[config.mk]
export PLATFORM = sky130hd
export DESIGN_NAME = txip_top
export DESIGN_NICKNAME = d
export VERILOG_FILES = /design/src/txip_pkg.sv /design/src/txip_top.sv /design/src/txip_fifo.sv /design/src/txip_slot.sv
export VERILOG_INCLUDE_DIRS = /design/src
export SDC_FILE = /design/constraint.sdc
export NUM_CORES = 1
export LEC_CHECK = 0
export BUFFER_PORTS_ARGS = -buffer_cell sky130_fd_sc_hd__buf_4
export CORE_UTILIZATION = 25
export CTS_CLUSTER_DIAMETER = 60
export CTS_CLUSTER_SIZE = 24
export DETAILED_ROUTE_END_ITERATION = 10
export PLACE_DENSITY_LB_ADDON = 0.1
export RECOVER_POWER = 50
export SETUP_SLACK_MARGIN = 0.05
export SYNTH_ARGS = -nofsm -noshare
export SYNTH_HDL_FRONTEND = slang
export SYNTH_HIERARCHICAL = 1
export SYNTH_SLANG_ARGS = --single-unit
[constraint.sdc]
create_clock -name CLOCK -period 3.8 [get_ports CLOCK]
set_input_delay 0.76 -clock CLOCK [delete_from_list [all_inputs] [get_ports CLOCK]]
set_output_delay 0.76 -clock CLOCK [all_outputs]
set_load 0.02 [all_outputs]
[src/txip_cfg.svh]
`ifndef TXIP_CFG_SVH
`define TXIP_CFG_SVH
// Normal spacing of descriptor polls, in assigned time slots
`define TXIP_POLL_SPACING     4
// Width of the interframe fill count field
`define TXIP_FILL_W           8
// Descriptor field positions in the read word
`define TXIP_DESC_PAUSE_BIT   31
`define TXIP_DESC_FILL_LSB    16
`define TXIP_DESC_LEN_LSB     0
`define TXIP_DESC_LEN_W       16
// Reset values
`define TXIP_FILL_RST         8'h00
`define TXIP_LEN_RST          16'h0000
`endif

[src/txip_pkg.sv]
package txip_pkg;
  typedef enum logic [2:0] {
    TXIP_HELD  = 3'b000,
    TXIP_FETCH = 3'b001,
    TXIP_WAIT  = 3'b010,
    TXIP_SEND  = 3'b011,
    TXIP_FILL  = 3'b100,
    TXIP_PAUSE = 3'b101
  } txip_state_t;

  typedef struct packed {
    logic        valid;
    logic        hold;
  } txip_cmd_t;

  typedef struct packed {
    logic        pause;
    logic [7:0]  fill;
    logic [15:0] len;
  } txip_desc_t;
endpackage

[src/txip_top.sv]
`timescale 1ns/10ps
`include "txip_cfg.svh"
module txip_top
  import txip_pkg::*;
#(
  parameter int FIFO_W = 8,
  parameter int FIFO_D = 16
) (
  // Clock and reset
  input  wire logic              CLOCK,
  input  wire logic              RESET_N,
  // Channel command
  input  wire logic              CMD_VALID,
  input  wire logic              TRANSMIT_HOLD_CMD,
  // Serial time slot marker, asynchronous
  input  wire logic              SLOT_PIN,
  // Descriptor read port to shared memory
  output logic                   DESC_RD_REQ,
  input  wire logic              DESC_RD_ACK,
  input  wire logic [31:0]       DESC_RD_DATA,
  // Frame data in
  input  wire logic              DATA_VALID,
  output logic                   DATA_READY,
  input  wire logic [FIFO_W-1:0] DATA_IN,
  // Serial character out, one per slot
  output logic                   CHAR_VALID,
  output logic                   CHAR_IDLE,
  output logic      [FIFO_W-1:0] CHAR_DATA,
  // Status
  output logic                   CHAN_HELD,
  output logic                   CHAN_PAUSED
);
  // ----------------------------------------------------------------
  // State
  // ----------------------------------------------------------------
  typedef struct packed {
    txip_state_t state;
    logic [1:0]  slot_cnt;
    logic [`TXIP_FILL_W:0] fill_left;
    txip_desc_t  desc;
    logic        req;
    logic        char_valid;
    logic        char_idle;
    logic [FIFO_W-1:0] char_data;
  } txip_st_t;

  txip_st_t          st_r;
  txip_st_t          st_nxt;
  txip_cmd_t         cmd;
  txip_desc_t        rd_desc;
  logic              slot;
  logic              f_valid;
  logic              f_ready;
  logic [FIFO_W-1:0] f_data;

  assign cmd.valid = CMD_VALID;
  assign cmd.hold  = TRANSMIT_HOLD_CMD;

  function automatic txip_desc_t decode_desc(input logic [31:0] w);
    txip_desc_t d;
    d.pause = w[`TXIP_DESC_PAUSE_BIT];
    d.fill  = w[`TXIP_DESC_FILL_LSB +: `TXIP_FILL_W];
    d.len   = w[`TXIP_DESC_LEN_LSB +: `TXIP_DESC_LEN_W];
    return d;
  endfunction

  assign rd_desc = decode_desc(DESC_RD_DATA);

  // ----------------------------------------------------------------
  // Slot pacing and data buffer
  // ----------------------------------------------------------------
  txip_slot u_slot (
    .CLOCK      (CLOCK),
    .RESET_N    (RESET_N),
    .slot_pin   (SLOT_PIN),
    .slot_pulse (slot)
  );

  txip_fifo #(
    .WIDTH (FIFO_W),
    .DEPTH (FIFO_D)
  ) u_fifo (
    .CLOCK     (CLOCK),
    .RESET_N   (RESET_N),
    .in_valid  (DATA_VALID),
    .in_ready  (DATA_READY),
    .in_data   (DATA_IN),
    .out_valid (f_valid),
    .out_ready (f_ready),
    .out_data  (f_data)
  );

  // Drain one byte per slot while sending; an empty buffer stalls the frame
  assign f_ready = (st_r.state == TXIP_SEND) && slot;

  // ----------------------------------------------------------------
  // Control
  // ----------------------------------------------------------------
  always_comb begin
    st_nxt            = st_r;
    st_nxt.char_valid = 1'b0;
    if (slot) begin
      st_nxt.slot_cnt = st_r.slot_cnt + 2'd1;
    end
    case (st_r.state)
      TXIP_HELD: begin
        st_nxt.req = 1'b0;
      end
      TXIP_WAIT: begin
        // Idle between polls; poll on every fourth slot
        if (slot && st_r.slot_cnt == 2'(`TXIP_POLL_SPACING - 1)) begin
          st_nxt.state = TXIP_FETCH;
          st_nxt.req   = 1'b1;
        end
      end
      TXIP_FETCH: begin
        if (DESC_RD_ACK) begin
          st_nxt.req  = 1'b0;
          st_nxt.desc = rd_desc;
          if (rd_desc.pause) begin
            st_nxt.state = TXIP_PAUSE;
          end else if (rd_desc.len != '0) begin
            st_nxt.state = TXIP_SEND;
          end else begin
            st_nxt.state = TXIP_WAIT;
          end
        end
      end
      TXIP_PAUSE: begin
        // Re-read the pause flag in every assigned slot
        if (slot) begin
          st_nxt.state = TXIP_FETCH;
          st_nxt.req   = 1'b1;
        end
      end
      TXIP_SEND: begin
        if (slot && f_valid) begin
          st_nxt.char_valid = 1'b1;
          st_nxt.char_idle  = 1'b0;
          st_nxt.char_data  = f_data;
          st_nxt.desc.len   = st_r.desc.len - 16'd1;
          if (st_r.desc.len == 16'd1) begin
            if (st_r.desc.fill != '0) begin
              st_nxt.state     = TXIP_FILL;
              st_nxt.fill_left = {1'b0, st_r.desc.fill} + 9'd1;
            end else begin
              st_nxt.state = TXIP_FETCH;
              st_nxt.req   = 1'b1;
            end
          end
        end
      end
      TXIP_FILL: begin
        // Descriptor is left alone until the last idle character
        if (slot) begin
          st_nxt.char_valid = 1'b1;
          st_nxt.char_idle  = 1'b1;
          st_nxt.char_data  = '0;
          st_nxt.fill_left  = st_r.fill_left - 9'd1;
          if (st_r.fill_left == 9'd1) begin
            st_nxt.state = TXIP_FETCH;
            st_nxt.req   = 1'b1;
          end
        end
      end
      default: begin
        st_nxt.state = TXIP_HELD;
        st_nxt.req   = 1'b0;
      end
    endcase
    // Hold command overrides the next state from any state; a release only acts in TXIP_HELD
    if (cmd.valid) begin
      if (cmd.hold) begin
        st_nxt.state = TXIP_HELD;
        st_nxt.req   = 1'b0;
      end else if (st_r.state == TXIP_HELD) begin
        st_nxt.state = TXIP_FETCH;
        st_nxt.req   = 1'b1;
      end
    end
  end

  always_ff @(posedge CLOCK or negedge RESET_N) begin
    if (!RESET_N) begin
      st_r       <= '0;
      st_r.state <= TXIP_HELD;
    end else begin
      st_r <= st_nxt;
    end
  end

  assign DESC_RD_REQ = st_r.req;
  assign CHAR_VALID  = st_r.char_valid;
  assign CHAR_IDLE   = st_r.char_idle;
  assign CHAR_DATA   = st_r.char_data;
  assign CHAN_HELD   = (st_r.state == TXIP_HELD);
  assign CHAN_PAUSED = (st_r.state == TXIP_PAUSE);
endmodule

[src/txip_fifo.sv]
`timescale 1ns/10ps
module txip_fifo
  import txip_pkg::*;
#(
  parameter int WIDTH = 8,
  parameter int DEPTH = 16
) (
  // Clock and reset
  input  wire logic             CLOCK,
  input  wire logic             RESET_N,
  // Fill side
  input  wire logic             in_valid,
  output logic                  in_ready,
  input  wire logic [WIDTH-1:0] in_data,
  // Drain side
  output logic                  out_valid,
  input  wire logic             out_ready,
  output logic      [WIDTH-1:0] out_data
);
  localparam int AW = $clog2(DEPTH);

  typedef struct packed {
    logic [AW-1:0] wp;
    logic [AW-1:0] rp;
    logic [AW:0]   cnt;
  } txip_fifo_st_t;

  txip_fifo_st_t    st_r;
  txip_fifo_st_t    st_nxt;
  logic [WIDTH-1:0] mem_r [DEPTH];
  logic             push;
  logic             pop;

  assign in_ready  = (st_r.cnt != DEPTH[AW:0]);
  assign out_valid = (st_r.cnt != '0);
  assign push      = in_valid && in_ready;
  assign pop       = out_valid && out_ready;
  assign out_data  = mem_r[st_r.rp];

  always_comb begin
    st_nxt = st_r;
    if (push) begin
      st_nxt.wp = st_r.wp + 1'b1;
    end
    if (pop) begin
      st_nxt.rp = st_r.rp + 1'b1;
    end
    st_nxt.cnt = st_r.cnt + {{AW{1'b0}}, push} - {{AW{1'b0}}, pop};
  end

  always_ff @(posedge CLOCK or negedge RESET_N) begin
    if (!RESET_N) begin
      st_r <= '0;
    end else begin
      st_r <= st_nxt;
    end
  end

  // Storage needs no reset; only written words are ever read
  always_ff @(posedge CLOCK) begin
    if (push) begin
      mem_r[st_r.wp] <= in_data;
    end
  end
endmodule

[src/txip_slot.sv]
`timescale 1ns/10ps
module txip_slot
  import txip_pkg::*;
(
  // Clock and reset
  input  wire logic CLOCK,
  input  wire logic RESET_N,
  // Raw slot marker from the serial side
  input  wire logic slot_pin,
  // One pulse per assigned time slot
  output logic      slot_pulse
);
  typedef struct packed {
    logic s1;
    logic s2;
    logic s3;
  } txip_slot_st_t;

  txip_slot_st_t st_r;
  txip_slot_st_t st_nxt;

  // Third stage gives an edge without touching the first synchroniser stage
  always_comb begin
    st_nxt    = st_r;
    st_nxt.s1 = slot_pin;
    st_nxt.s2 = st_r.s1;
    st_nxt.s3 = st_r.s2;
  end

  always_ff @(posedge CLOCK or negedge RESET_N) begin
    if (!RESET_N) begin
      st_r <= '0;
    end else begin
      st_r <= st_nxt;
    end
  end

  assign slot_pulse = st_r.s2 && !st_r.s3;
endmodule

Word-level counts from Yosys, hierarchy flattened
Memory sizes are Yosys's and may differ from the RTL's.
Cells that the tools add are included.
{"block": "word_totals", "reg_bits": 65, "ramBits": 128, "input_bits": 47, "output_inout_bits": 14, "elab_cells": 90, "memories": 1}
{"block": "op_classes", "add_sub_neg": 8, "n_eq_ne": 14, "n_mux": 35, "n_reduce_logical": 17}
{"name": "u_fifo.mem_r", "depth": 16, "width": 8, "read_ports": 1, "rd_ports_with_merged_regs": 0, "write_ports": 1, "line": "txip_fifo.sv:30", "rtl": "logic [WIDTH-1:0] mem_r [DEPTH];"}
{"cell": "2-to-1 mux 3 bit", "n": 12}
{"cell": "2-to-1 mux 9 bit", "n": 4}
{"cell": "case mux 16 bit (2 select lines)", "n": 1}
{"cell": "2-to-1 mux 27 bit", "n": 1}
{"cell": "case mux 10 bit (2 select lines)", "n": 1}
{"cell": "case mux 3 bit (6 select lines)", "n": 1}
{"cell": "case mux 9 bit (2 select lines)", "n": 1}
{"cell": "2-to-1 mux 17 bit", "n": 1}
{"cell": "== test 16 x 1 -> 1 bit (second input constant)", "n": 1}
{"cell": "nonzero test 16 bit", "n": 1}
{"cell": "subtractor 16 x 1 -> 16 bit (second input constant)", "n": 1}
{"cell": "2-to-1 mux 1 bit", "n": 11}
{"cell": "2-to-1 mux 11 bit", "n": 1}
{"cell": "adder 8 x 1 -> 9 bit (second input constant)", "n": 1}
{"cell": "== test 9 x 1 -> 1 bit (second input constant)", "n": 1}
{"cell": "subtractor 9 x 1 -> 9 bit (second input constant)", "n": 1}
{"cell": "adder 4 x 1 -> 4 bit (second input constant)", "n": 2}
{"cell": "nonzero test 8 bit", "n": 1}
{"cell": "== test 3 x 2 -> 1 bit (second input constant)", "n": 2}
{"cell": "== test 3 bit (second input constant)", "n": 2}
{"cell": "logical AND 1 bit", "n": 6}
{"cell": "inequality test 2 x 1 -> 1 bit (second input constant)", "n": 3}
{"cell": "AND reduction 3 bit", "n": 2}
{"cell": "adder 5 x 1 -> 5 bit", "n": 1}
{"cell": "other kinds (13)", "n": 15}

Depth between registers and ports, before layout
Gate-level depths: netlist (run 1).
{"block": "depth", "depth_word": 8, "ltp_mapped": 15, "depth_no_buf": 14}

Cells and area by module
The synthesis (run 1) kept the hierarchy.
{"mod": "txip_fifo", "n_inst": 1, "cells_per_inst": 321, "area_each_um2": 5749.3, "seq_area_each_um2": 4169.0}
{"mod": "txip_top", "n_inst": 1, "cells_per_inst": 333, "area_each_um2": 2916.5, "seq_area_each_um2": 1226.2}
{"mod": "txip_slot", "n_inst": 1, "cells_per_inst": 4, "area_each_um2": 88.8, "seq_area_each_um2": 75.1}

Worst setup path before layout (run 1)
Ideal clock, no wire load.
{"block": "synth_timing", "path_type": "reg2reg", "from": "register u_fifo/st_r[3] (netlist bit)", "to": "register u_fifo/st_r[4] (netlist bit)", "setup_ns": 0.080, "arrival_ns": 2.572, "required_time_ns": 3.720, "path_slack_ns": 1.148, "stages_incl_launch_ff": 15, "n_path_buf": 1, "synth_period_minus_slack_ns": 2.652, "path_cell_list": "dfrtp_1 > inv_1 > ha_1 > or4b_4 > and2_4 > buf_6 > ha_1 > inv_1 > ha_1 > inv_1 > fa_1 > inv_1 > a21oi_1 > o21bai_1 > xnor2_1"}
{"element": "from (decl)", "line": "txip_fifo.sv:28", "rtl": "txip_fifo_st_t st_r;"}
{"element": "from (signal assigned)", "line": "txip_fifo.sv:55", "rtl": "st_r <= st_nxt;"}

==> summary.txt, run 1 <==
Worst setup path
  – WS Path Type: register to register
  – Startpoint types: register
  – CP max FO: 14
  – CP Capture Type: register
  – Data required time of the critical path: 4120 ps
  – Critical Path AT: 3210 ps

Yosys
  – Most common cell in the netlist: edfxtp_1
  – Syn. warnings: 6
  – Cells after synthesis: 658
  – Post-synth EDFFs: 128
  – Top-area cell type share of the netlist area: 43.9%
  – Most common library cells after synthesis: edfxtp_1, dfrtp_1, nand2_1, mux2i_1, inv_1
  – Asr flop ratio synth: 33.7%
  – Post-synth top flop: edfxtp_1
  – Post-synthesis sequential area ratio: 62.5%
  – #FFs+latches synth: 193
  – Synthesized area per cell: 13.3 sq um
  – Largest area contributor in the netlist: edfxtp_1
  – Cell area after synthesis: 8750 sq um
  – Post-synthesis cell type count: 70
  – Synth top area cells: edfxtp_1, dfrtp_1, mux4_2, mux2i_1, nand2_1
  – Syn Nets: 724

Clocking
  – Root Driver: clkbuf_16
  – Max clock buf depth: 2
  – Worst skew pair latency: 440 ps
  – Post-CTS setup buffer count: 0
  – Sink Count: 193
  – CTS H-Tree Depth: 4
  – Inserted Clock Buffers: 17
  – Hold buffers post-CTS: 0
  – CTS tree: yes
  – Register clock-pin slew on the reported worst setup and hold paths: 70 ps
  – Number of gates resized after cts: 0

Timing
  – Sum Neg Setup Slack: 0 ps
  – Final hold vios: 0
  – Setup ws final: 912 ps
  – Max Freq: 0.346 GHz
  – Final slew viol count: 66
  – Normalized max-slew margin: -14.7%
  – RSZ-0062 raised after global routing: false
  – Worst-Margin Slew: 1720 ps
  – Final setup violation count: 0
  – Worst Skew: 8.18 ps
  – Post-route minimum period: 2890 ps
  – Crit share post-route: 76.0%

Drt
  – Drc violations: 0
  – Vias: 5432
  – Pre-antenna DRT Iters: 5
  – Via density per instance: 4.65
  – WL per Instance: 18.2 um
  – Antenna Nets Post-Route: 0
  – WL final: 21.3 mm
  – 1st-iter DRT viols: 420

GRT
  – Busiest grt layer: met2
  – Met1 Resource Use GR: 17.0%
  – First-pass GRT wire length: 33.7 mm
  – M3 GR Usage: 3.43%
  – Met2 Track Usage GR: 19.8%
  – GRT Overall Usage: 12.6%
  – Vias in the first global route: 5646
  – Initial antenna violation count: 0
  – Largest net degree at the start of global routing: 66
  – Gr ovfl total: 0

Min path
  – Min-delay worst type: register to register

Power
  – Pwr per Cell Area: 691 nW/um^2
  – P_leak: 3.74 nW
  – Worst vdd ir: 0.000314 V

Finish
  – Layout cell share with drive strength beyond 1: 16.3%
  – Non-Filler Instances: 1168
  – Area growth syn-to-layout: 16.1%
  – Nets: 766
  – Inserted Diodes: 0
  – Final Util: 29.5%

Placement
  – IO Port Bufs: 53
  – Half-perimeter wire length after placement: 15.1 mm
  – Placed cell count: 1136
  – Pre-CTS setup slack: 890 ps
  – Routability cong.: 0.807

Flow run
  – Max Cap Viol: 1

Floorplanning
  – Area of the die: 35800 sq um
  – Die height: 189 um
  – Initial Utilization: 25.4%
  – Die Wd: 189 um
  – IO Count: 61
  – Row cnt: 68
  – Total core area: 34500 sq um

Run status
  – Status: finished with violations
  – Failing checks: capacitance limit, slew limit
-- layout make-up --
type | count | area, sq um
clock buffer | 19 | 433
clock inverter | 13 | 164
fill | 3474 | 24300
inverter | 28 | 105
multi-input combinational | 397 | 2970
sequential | 193 | 5470
tap | 455 | 569
timing repair buffer | 63 | 453
-- worst max-delay path, stage by stage (launching register included) --
cell	delay, ps
dfrtp_1	390
inv_1	90
ha_1	160
or4b_4	510
nand2_1	210
nor2_1	60
buf_4	190
a21oi_2	370
inv_1	140
nand2_1	260
nor2_2	110
mux2_2	290
-- sequential cells by signal, summed over array words and instances (netlist names) --
| register | flops |
|---|---|
| u_slot/st_r | 1 |
| DESC_RD_REQ | 1 |
| st_r | 38 |
| CHAR_IDLE | 1 |
| u_slot/st_nxt | 2 |
| CHAR_VALID | 1 |
| CHAR_DATA | 8 |
| u_fifo/mem_r | 128 |
| u_fifo/st_r | 13 |
-- placed cells by master, fill, tap and decap left out, drive strengths merged, types with 3 or more instances in the layout --
cell    count
o31ai       6
a22o       10
nor3b       5
a31oi       4
mux2        3
nor2b       3
mux4       16
a21o        5
nor2       25
nand2      61
edfxtp    128
and2       15
clkbuf     29
o21a        4
nand2b      3
or3         3
inv        35
o21ai      29
buf        53
nand3      18
xor2        9
a21oi      27
ha         18
nand4       4
nor4       14
a221oi     16
nor3       13
xnor2       8
a22oi      11
a221o       5
dfrtp      65
mux2i      33
-- layer usage --
layer | routed length, um | up-vias | part of all wire (%)
met1 | 10200 | 2744 | 48
met2 | 10000 | 99 | 47
met3 | 829 | 18 | 3.9
met5 | 0 | - | 0
met4 | 234 | 0 | 1.1
li1 | - | 2571 | -
-- where the power goes --
group          internal, mW  switching (mW)
combinational         0.919            1.17
sequential             2.67           0.428
clock                 0.996           0.845
-- metrics by stage --
stage	power, mW	cell area (sq um)	hold WS [ps]
final	7.03	10200	369
after floorplan	4.59	8750	331
after global placement	5.21	9600	336
after detailed placement	5.27	9600	352
after global routing	7.49	10200	388
after CTS	7.14	10200	369
-- kinds of logic after synthesis --
| kind of cell | Yosys count | share of synthesized area (%) |
|---|---|---|
| fa+ha+maj | 19 | 2.80 |
| mux | 52 | 8.32 |
| xor+xnor | 17 | 1.70 |
| compound gates | 135 | 10.7 |
| flops | 193 | 62.5 |
| simple gates | 174 | 10.3 |
| buf+inv | 68 | 3.60 |
-- path summary, 6_finish.rpt --
check | from | end | cells past startpoint | slack (ps)
max in group asynchronous | RESET_N | u_fifo/st_r[5]$_DFFE_PN0P_ | 1 | 1890
hold reg to reg | u_slot/st_nxt[1]$_DFF_PN0_ | u_slot/st_nxt[0]$_DFF_PN0_ | 0 | 370
min in group asynchronous | RESET_N | CHAR_DATA[3]$_DFFE_PN0P_ | 1 | 760
setup reg to reg | u_fifo/st_r[3]$_DFF_PN0_ | st_r[37]$_DFFE_PN0P_ | 11 | 910
hold / removal | u_slot/st_nxt[1]$_DFF_PN0_ | u_slot/st_nxt[0]$_DFF_PN0_ | 0 | 370
setup / recovery | u_fifo/st_r[3]$_DFF_PN0_ | st_r[37]$_DFFE_PN0P_ | 11 | 910
No activity file was read; power rests on OpenSTA's default activity.
==> inputs of run 2 (changes only) <==
- clock period: 3.8 -> 2.5 ns (I/O delays scaled with it)
==> run 2 against run 1 <==
Net effect: the flow now finishes without violations; non-clock buffer count rose by 45; combinational power rose by 81%; clock skew rose by 12 ps; largest power group unchanged; highest routed layer unchanged.
==> summary.txt, run 2 (synthesis results as in run 1) <==
Run status
  – Status: finished, final reports clean (was finished with violations)

Floorplanning
  – Total core area: 34500 sq um (unchanged)
  – Area of the die: 35800 sq um (unchanged)
  – Die Wd: 189 um (unchanged)
  – Row cnt: 68 (unchanged)
  – Die height: 189 um (unchanged)
  – IO Count: 61 (unchanged)
  – Initial Utilization: 25.4% (unchanged)

Clocking
  – Inserted Clock Buffers: 17 (unchanged)
  – Root Driver: clkbuf_16 (unchanged)
  – Worst skew pair latency: 450 ps (was 440 ps)
  – CTS tree: yes (unchanged)
  – Max clock buf depth: 2 (unchanged)
  – CTS H-Tree Depth: 4 (unchanged)
  – Sink Count: 193 (unchanged)
  – Register clock-pin slew on the reported worst setup and hold paths: 90 ps (was 70 ps)

Drt
  – 1st-iter DRT viols: 388 (was 420)
  – Antenna Nets Post-Route: 0 (unchanged)
  – Drc violations: 0 (unchanged)
  – Via density per instance: 4.66 (was 4.65)
  – Pre-antenna DRT Iters: 5 (unchanged)
  – WL per Instance: 18.8 um (was 18.2 um)
  – WL final: 22.8 mm (was 21.3 mm)
  – Vias: 5663 (was 5432)

Finish
  – Top Registers: u_fifo/mem_r (128), st_r (38), u_fifo/st_r (13) (unchanged)
  – Final Cell Area: 10600 sq um (was 10200 sq um)
  – Area growth syn-to-layout: 21.1% (was 16.1%)
  – # fillers: 3473 (was 3474)
  – Layout cell share with drive strength beyond 1: 23.6% (was 16.3%)
  – Max reg flops: 128 (unchanged)
  – Flip-flop and latch area: 5470 sq um (unchanged)
  – Most frequent cells in the layout: edfxtp_1, buf_4, dfrtp_1 (was edfxtp_1, dfrtp_1, nand2_1)
  – Multi-input gate area: 3060 sq um (was 2970 sq um)
  – Commonest non-fill, non-tap cell in the layout: edfxtp_1 (unchanged)
  – Register bank with the most flops: u_fifo/mem_r (unchanged)
  – Nets: 811 (was 766)

Timing
  – Final hold vios: 0 (unchanged)
  – Final slew viol count: 0 (was 66)
  – Post-route minimum period: 2450 ps (was 2890 ps)
  – Max Freq: 0.408 GHz (was 0.346 GHz)
  – RSZ-0062 raised after global routing: true (was false)
  – Setup ws final: 51.5 ps (was 912 ps)
  – Worst Skew: 20.2 ps (was 8.18 ps)
  – Crit share post-route: 97.9% (was 76.0%)
  – Sum Neg Setup Slack: 0 ps (unchanged)
  – Worst hold slack: 175 ps (was 369 ps)
  – Final setup violation count: 0 (unchanged)
  – Worst-Margin Slew: 995 ps (was 1720 ps)
  – Normalized max-slew margin: 33.7% (was -14.7%)

Worst setup path
  – CP Capture Type: register (unchanged)
  – Startpoint types: register (unchanged)
  – FF-to-FF setup slack: 50 ps (was 910 ps)
  – Reg2reg path depth: 13 (was 11)
  – Critical Path AT: 2830 ps (was 3210 ps)
  – Data required time of the critical path: 2880 ps (was 4120 ps)
  – WS Path Type: register to register (unchanged)
  – CP max FO: 2 (was 14)

Min path
  – Min-delay worst type: primary input to register (was register to register)
  – Hold path cells: 1 (was 0)

Power
  – Int Pwr: 7.18 mW (was 4.59 mW)
  – Part of the power in the clock network: 25.0% (was 26.2%)
  – Pwr per Cell Area: 1050 nW/um^2 (was 691 nW/um^2)
  – Psw: 3.94 mW (was 2.44 mW)
  – Reg power frac: 41.1% (was 44.1%)
  – P_leak: 3.98 nW (was 3.74 nW)
  – Logic pwr share: 33.9% (was 29.7%)
  – Worst vdd ir: 0.000514 V (was 0.000314 V)
  – Switch share: 35.4% (was 34.7%)

Placement
  – Pre-CTS setup slack: -43.1 ps (was 890 ps)
  – Routability cong.: 0.793 (was 0.807)
  – IO Port Bufs: 53 (unchanged)
  – Area after DPL: 9960 sq um (was 9600 sq um)
  – Half-perimeter wire length after placement: 15.9 mm (was 15.1 mm)

Flow run
  – Max Cap Viol: 0 (was 1)

GRT
  – Initial antenna violation count: 0 (unchanged)
  – Gr ovfl total: 0 (unchanged)
  – Largest net degree at the start of global routing: 38 (was 66)
  – First-pass GRT wire length: 35.3 mm (was 33.7 mm)
  – GRT Overall Usage: 13.3% (was 12.6%)
  – Vias in the first global route: 5755 (was 5646)
-- run 2: cell count changes in the layout (fill, tap and decap cells not counted), moves of 2 or more --
| cell | change |
|---|---|
| buf_4 | +40 |
| inv_1 | -6 |
| inv_2 | +5 |
| ha_1 | -3 |
| ha_4 | +3 |
| nand2_1 | -3 |
| and2_1 | -2 |
| and2_2 | +2 |
| clkinv_8 | +2 |
| inv_6 | -2 |
| nand2_4 | +2 |
-- run 2: final timing paths --
path / to / from
max: u_fifo/st_r[4]$_DFF_PN0_ / u_fifo/st_r[3]$_DFF_PN0_
min: u_slot/st_nxt[1]$_DFF_PN0_ / SLOT_PIN
max reg2reg: u_fifo/st_r[4]$_DFF_PN0_ / u_fifo/st_r[3]$_DFF_PN0_
min reg2reg: u_slot/st_nxt[0]$_DFF_PN0_ / u_slot/st_nxt[1]$_DFF_PN0_
max in group asynchronous: u_fifo/st_r[5]$_DFFE_PN0P_ / RESET_N
min in group asynchronous: st_r[20]$_DFFE_PN0P_ / RESET_N
-- run 2: power groups by stage --
stage                     registers, mW  logic [mW]  clock network (mW)
after global routing               4.65        4.18                2.98
final                              4.57        3.77                2.78
after floorplan                    4.50        2.51                   0
after CTS                          4.57        3.79                2.88
after detailed placement           4.63        3.71                   0
after global placement             4.61        3.66                   0
-- run 2: final cells by class --
class	count	share of cell area [%]
Antenna cell	1	0.0236
Clock buffer	17	4.01
Clock inverter	15	1.61
Inverter	28	1.02
Multi-Input combinational cell	397	28.8
Sequential cell	193	51.6
Tap cell	455	5.37
Timing Repair Buffer	108	7.51
-- run 2: worst max-delay path, stage by stage (launching register included) --
cell and delay, ps:
dfrtp_1 390, inv_2 80, ha_4 130, or4b_4 450, and2_4 170, ha_4 210
inv_4 50, ha_4 120, inv_2 30, fa_2 340, inv_2 60, a21oi_2 40
o21bai_1 160, xnor2_1 130
-- run 2: what timing repair did --
action | in CTS | in global routing
gates resized for setup | 5 | 14
buffers inserted | 2 | 2
pin swaps | 5 | 4
endpoints found under the hold margin | 28 | 0
hold buffers | 1 | 0
endpoints found under the setup margin | 7 | 29
-- run 2: per-stage QoR --
step / total power [mW] / util (%) / instances
after floorplan: 7.00 / - / 658
after global placement: 8.27 / 28.9 / 1176
after detailed placement: 8.34 / 28.9 / 1176
after CTS: 11.2 / 30.7 / 1211
after global routing: 11.8 / 30.8 / 1213
final: 11.1 / 30.8 / 1214
-- run 2: per-layer routing --
metal	global-route usage, %	routed length (um)
met4	3.50	203
met3	2.95	1010
met5	0	0
met2	20.4	10400
met1	18.8	11200
==> inputs of run 3 (changes only) <==
- CTS_CLUSTER_SIZE: 24 -> unset
- GPL_TIMING_DRIVEN: unset -> 0
==> run 3 against run 2 <==
Net effect: the run now ends with capacitance limit, slew limit left; largest cell class unchanged; die area unchanged; hold slack improved by 25 ps; global-route usage grew 0.18 points; routed wire length rose by 0.73%; fmax is 1.6% lower.
==> summary.txt, run 3 (synthesis results as in run 1) <==
GRT
  – GRT Overall Usage: 13.5% (was 13.3%)
  – Vias in the first global route: 5798 (was 5755)
  – Initial antenna violation count: 0 (unchanged)
  – First-pass GRT wire length: 35.6 mm (was 35.3 mm)
  – Gr ovfl total: 0 (unchanged)
  – Largest net degree at the start of global routing: 66 (was 38)

Timing
  – RSZ-0062 raised after global routing: true (unchanged)
  – Worst-Margin Slew: 1800 ps (was 995 ps)
  – Final slew viol count: 66 (was 0)
  – Worst hold slack: 200 ps (was 175 ps)
  – Final setup violation count: 0 (unchanged)
  – Post-route minimum period: 2490 ps (was 2450 ps)
  – Final hold vios: 0 (unchanged)
  – Setup ws final: 11.3 ps (was 51.5 ps)
  – Worst Skew: 16.2 ps (was 20.2 ps)
  – Max Freq: 0.402 GHz (was 0.408 GHz)
  – Normalized max-slew margin: -20.0% (was 33.7%)
  – Crit share post-route: 99.5% (was 97.9%)

Drt
  – Pre-antenna DRT Iters: 5 (unchanged)
  – Vias: 5695 (was 5663)
  – WL per Instance: 19.0 um (was 18.8 um)
  – 1st-iter DRT viols: 472 (was 388)
  – Drc violations: 0 (unchanged)
  – WL final: 23.0 mm (was 22.8 mm)
  – Via density per instance: 4.70 (was 4.66)
  – Antenna Nets Post-Route: 0 (unchanged)

Finish
  – Nets: 809 (was 811)
  – Inserted Diodes: 0 (was 1)
  – Register bank with the most flops: u_fifo/mem_r (unchanged)
  – Area growth syn-to-layout: 19.8% (was 21.1%)
  – Max reg flops: 128 (unchanged)
  – Most frequent cells in the layout: edfxtp_1, buf_4, dfrtp_1 (unchanged)
  – Layout cell share with drive strength beyond 1: 22.9% (was 23.6%)
  – Final Cell Area: 10500 sq um (was 10600 sq um)
  – Commonest non-fill, non-tap cell in the layout: edfxtp_1 (unchanged)
  – Top Registers: u_fifo/mem_r (128), st_r (38), u_fifo/st_r (13) (unchanged)

Worst setup path
  – Critical Path AT: 2840 ps (was 2830 ps)
  – CP top delay family: adder cells (unchanged)
  – Worst-path cell chain: inv_2 > ha_4 > or4b_4 > and2_4 > ha_4 > inv_2 > ha_4 > inv_2 > fa_2 > inv_2 > a21oi_2 > o21bai_1 > xnor2_1 (was inv_2 > ha_4 > or4b_4 > and2_4 > ha_4 > inv_4 > ha_4 > inv_2 > fa_2 > inv_2 > a21oi_2 > o21bai_1 > xnor2_1)
  – Startpoint types: register (unchanged)
  – Crit-path max cell delay: 460 ps (was 450 ps)
  – Worst Path Buf+Inv: 4 (unchanged)
  – WS Path Type: register to register (unchanged)
  – Cell mode on critical path: inv_2
  – CP Capture Type: register (unchanged)
  – Crit-path slowest cell: or4b_4 (unchanged)
  – Data required time of the critical path: 2860 ps (was 2880 ps)
  – CP max FO: 2 (unchanged)

Min path
  – Min-delay worst type: primary input to register (unchanged)

Clocking
  – Sink Count: 193 (unchanged)
  – Inserted Clock Buffers: 17 (unchanged)
  – Max clock buf depth: 2 (unchanged)
  – Worst skew pair latency: 440 ps (was 450 ps)
  – CTS tree: yes (unchanged)
  – Hold buffers post-CTS: 0 (was 1)
  – CTS H-Tree Depth: 4 (unchanged)
  – Register clock-pin slew on the reported worst setup and hold paths: 70 ps (was 90 ps)
  – Root Driver: clkbuf_16 (unchanged)

Floorplanning
  – Die Wd: 189 um (unchanged)
  – IO Count: 61 (unchanged)
  – Initial Utilization: 25.4% (unchanged)
  – Row cnt: 68 (unchanged)
  – Total core area: 34500 sq um (unchanged)
  – Die height: 189 um (unchanged)
  – Area of the die: 35800 sq um (unchanged)

Run status
  – Status: finished with violations (was finished, final reports clean)
  – Failing checks: capacitance limit, slew limit

Power
  – Pwr per Cell Area: 1050 nW/um^2 (about the same)
  – Worst vdd ir: 0.000528 V (was 0.000514 V)
  – P_leak: 3.91 nW (was 3.98 nW)
  – Tot Pwr: 11.0 mW (was 11.1 mW)

Placement
  – Routability cong.: 0.819 (was 0.793)
  – IO Port Bufs: 52 (was 53)
  – Half-perimeter wire length after placement: 16.2 mm (was 15.9 mm)
  – Pre-CTS setup slack: -485 ps (was -43.1 ps)
  – Area after DPL: 9800 sq um (was 9960 sq um)

Flow run
  – Max Cap Viol: 1 (was 0)
-- run 3: changes by cell type in the layout (fill, tap and decap cells not counted), moves of 4 or more --
cell	before	now
buf_4	92	67
nor4_2	0	4
clkbuf_1	10	22
and2_1	11	6
inv_6	1	5
nor4_1	13	9
and2_2	2	7
buf_2	1	16
-- run 3: per-layer routing --
metal  wire (um)  vias to the layer above  GRT usage, %
met5           0                        -             0
met4         215                        0          3.72
met3         918                       12          2.80
met2       11000                      133          21.8
met1       10800                     2895          18.2
li1            -                     2655             -
-- run 3: cell type report --
cell class              instances  area (sq um)
flip-flops and latches        193          5470
clock buffers                  18           429
inverters                      28           108
plain buffers                  38           196
well taps                     455           569
multi-input cells             397          3100
repair buffers                 68           478
fillers                      3491         24000
clock inverters                14           138
-- run 3: what timing repair did --
item	CTS	global route
pin swaps	3	5
resized for setup	13	13
setup buffers	8	4
endpoints found under the setup margin	77	59
-- run 3: final timing paths --
check                      slack [ps]                  startpoint                         end  cells after the start
max in group asynchronous         880                     RESET_N    u_fifo/st_r[4]$_DFF_PN0_                      1
min                               200                    SLOT_PIN  u_slot/st_nxt[1]$_DFF_PN0_                      1
max reg2reg                        10    u_fifo/st_r[2]$_DFF_PN0_    u_fifo/st_r[4]$_DFF_PN0_                     13
min in group asynchronous         540                     RESET_N        st_r[19]$_DFFE_PN0P_                      1
max                                10    u_fifo/st_r[2]$_DFF_PN0_    u_fifo/st_r[4]$_DFF_PN0_                     13
min reg2reg                       350  u_slot/st_nxt[1]$_DFF_PN0_  u_slot/st_nxt[0]$_DFF_PN0_                      0
-- run 3: metrics by stage --
stage | utilization, % | cells | setup TNS (ps)
3_5_place_dp | 28.5 | 1169 | -7460
4_1_cts | 30.4 | 1207 | -10.6
6_report | 30.4 | 1211 | 0
2_1_floorplan | - | 658 | -58.2
5_1_grt | 30.4 | 1211 | -90.3
3_3_place_gp | 28.3 | 1165 | -23560
-- run 3: report_power, final --
| part | total, mW | switching, mW | internal, mW |
|---|---|---|---|
| clock network | 2.66 | 1.34 | 1.33 |
| registers | 4.56 | 0.494 | 4.06 |
| logic | 3.75 | 2.13 | 1.62 |
-- run 3: worst reg2reg max path, stage by stage, from the launching register on --
cell      delay, ps
dfrtp_1         390
inv_2            80
ha_4            140
or4b_4          460
and2_4          170
ha_4            210
inv_2            60
ha_4            130
inv_2            30
fa_2            340
inv_2            70
a21oi_2          40
o21bai_1        160
xnor2_1         130
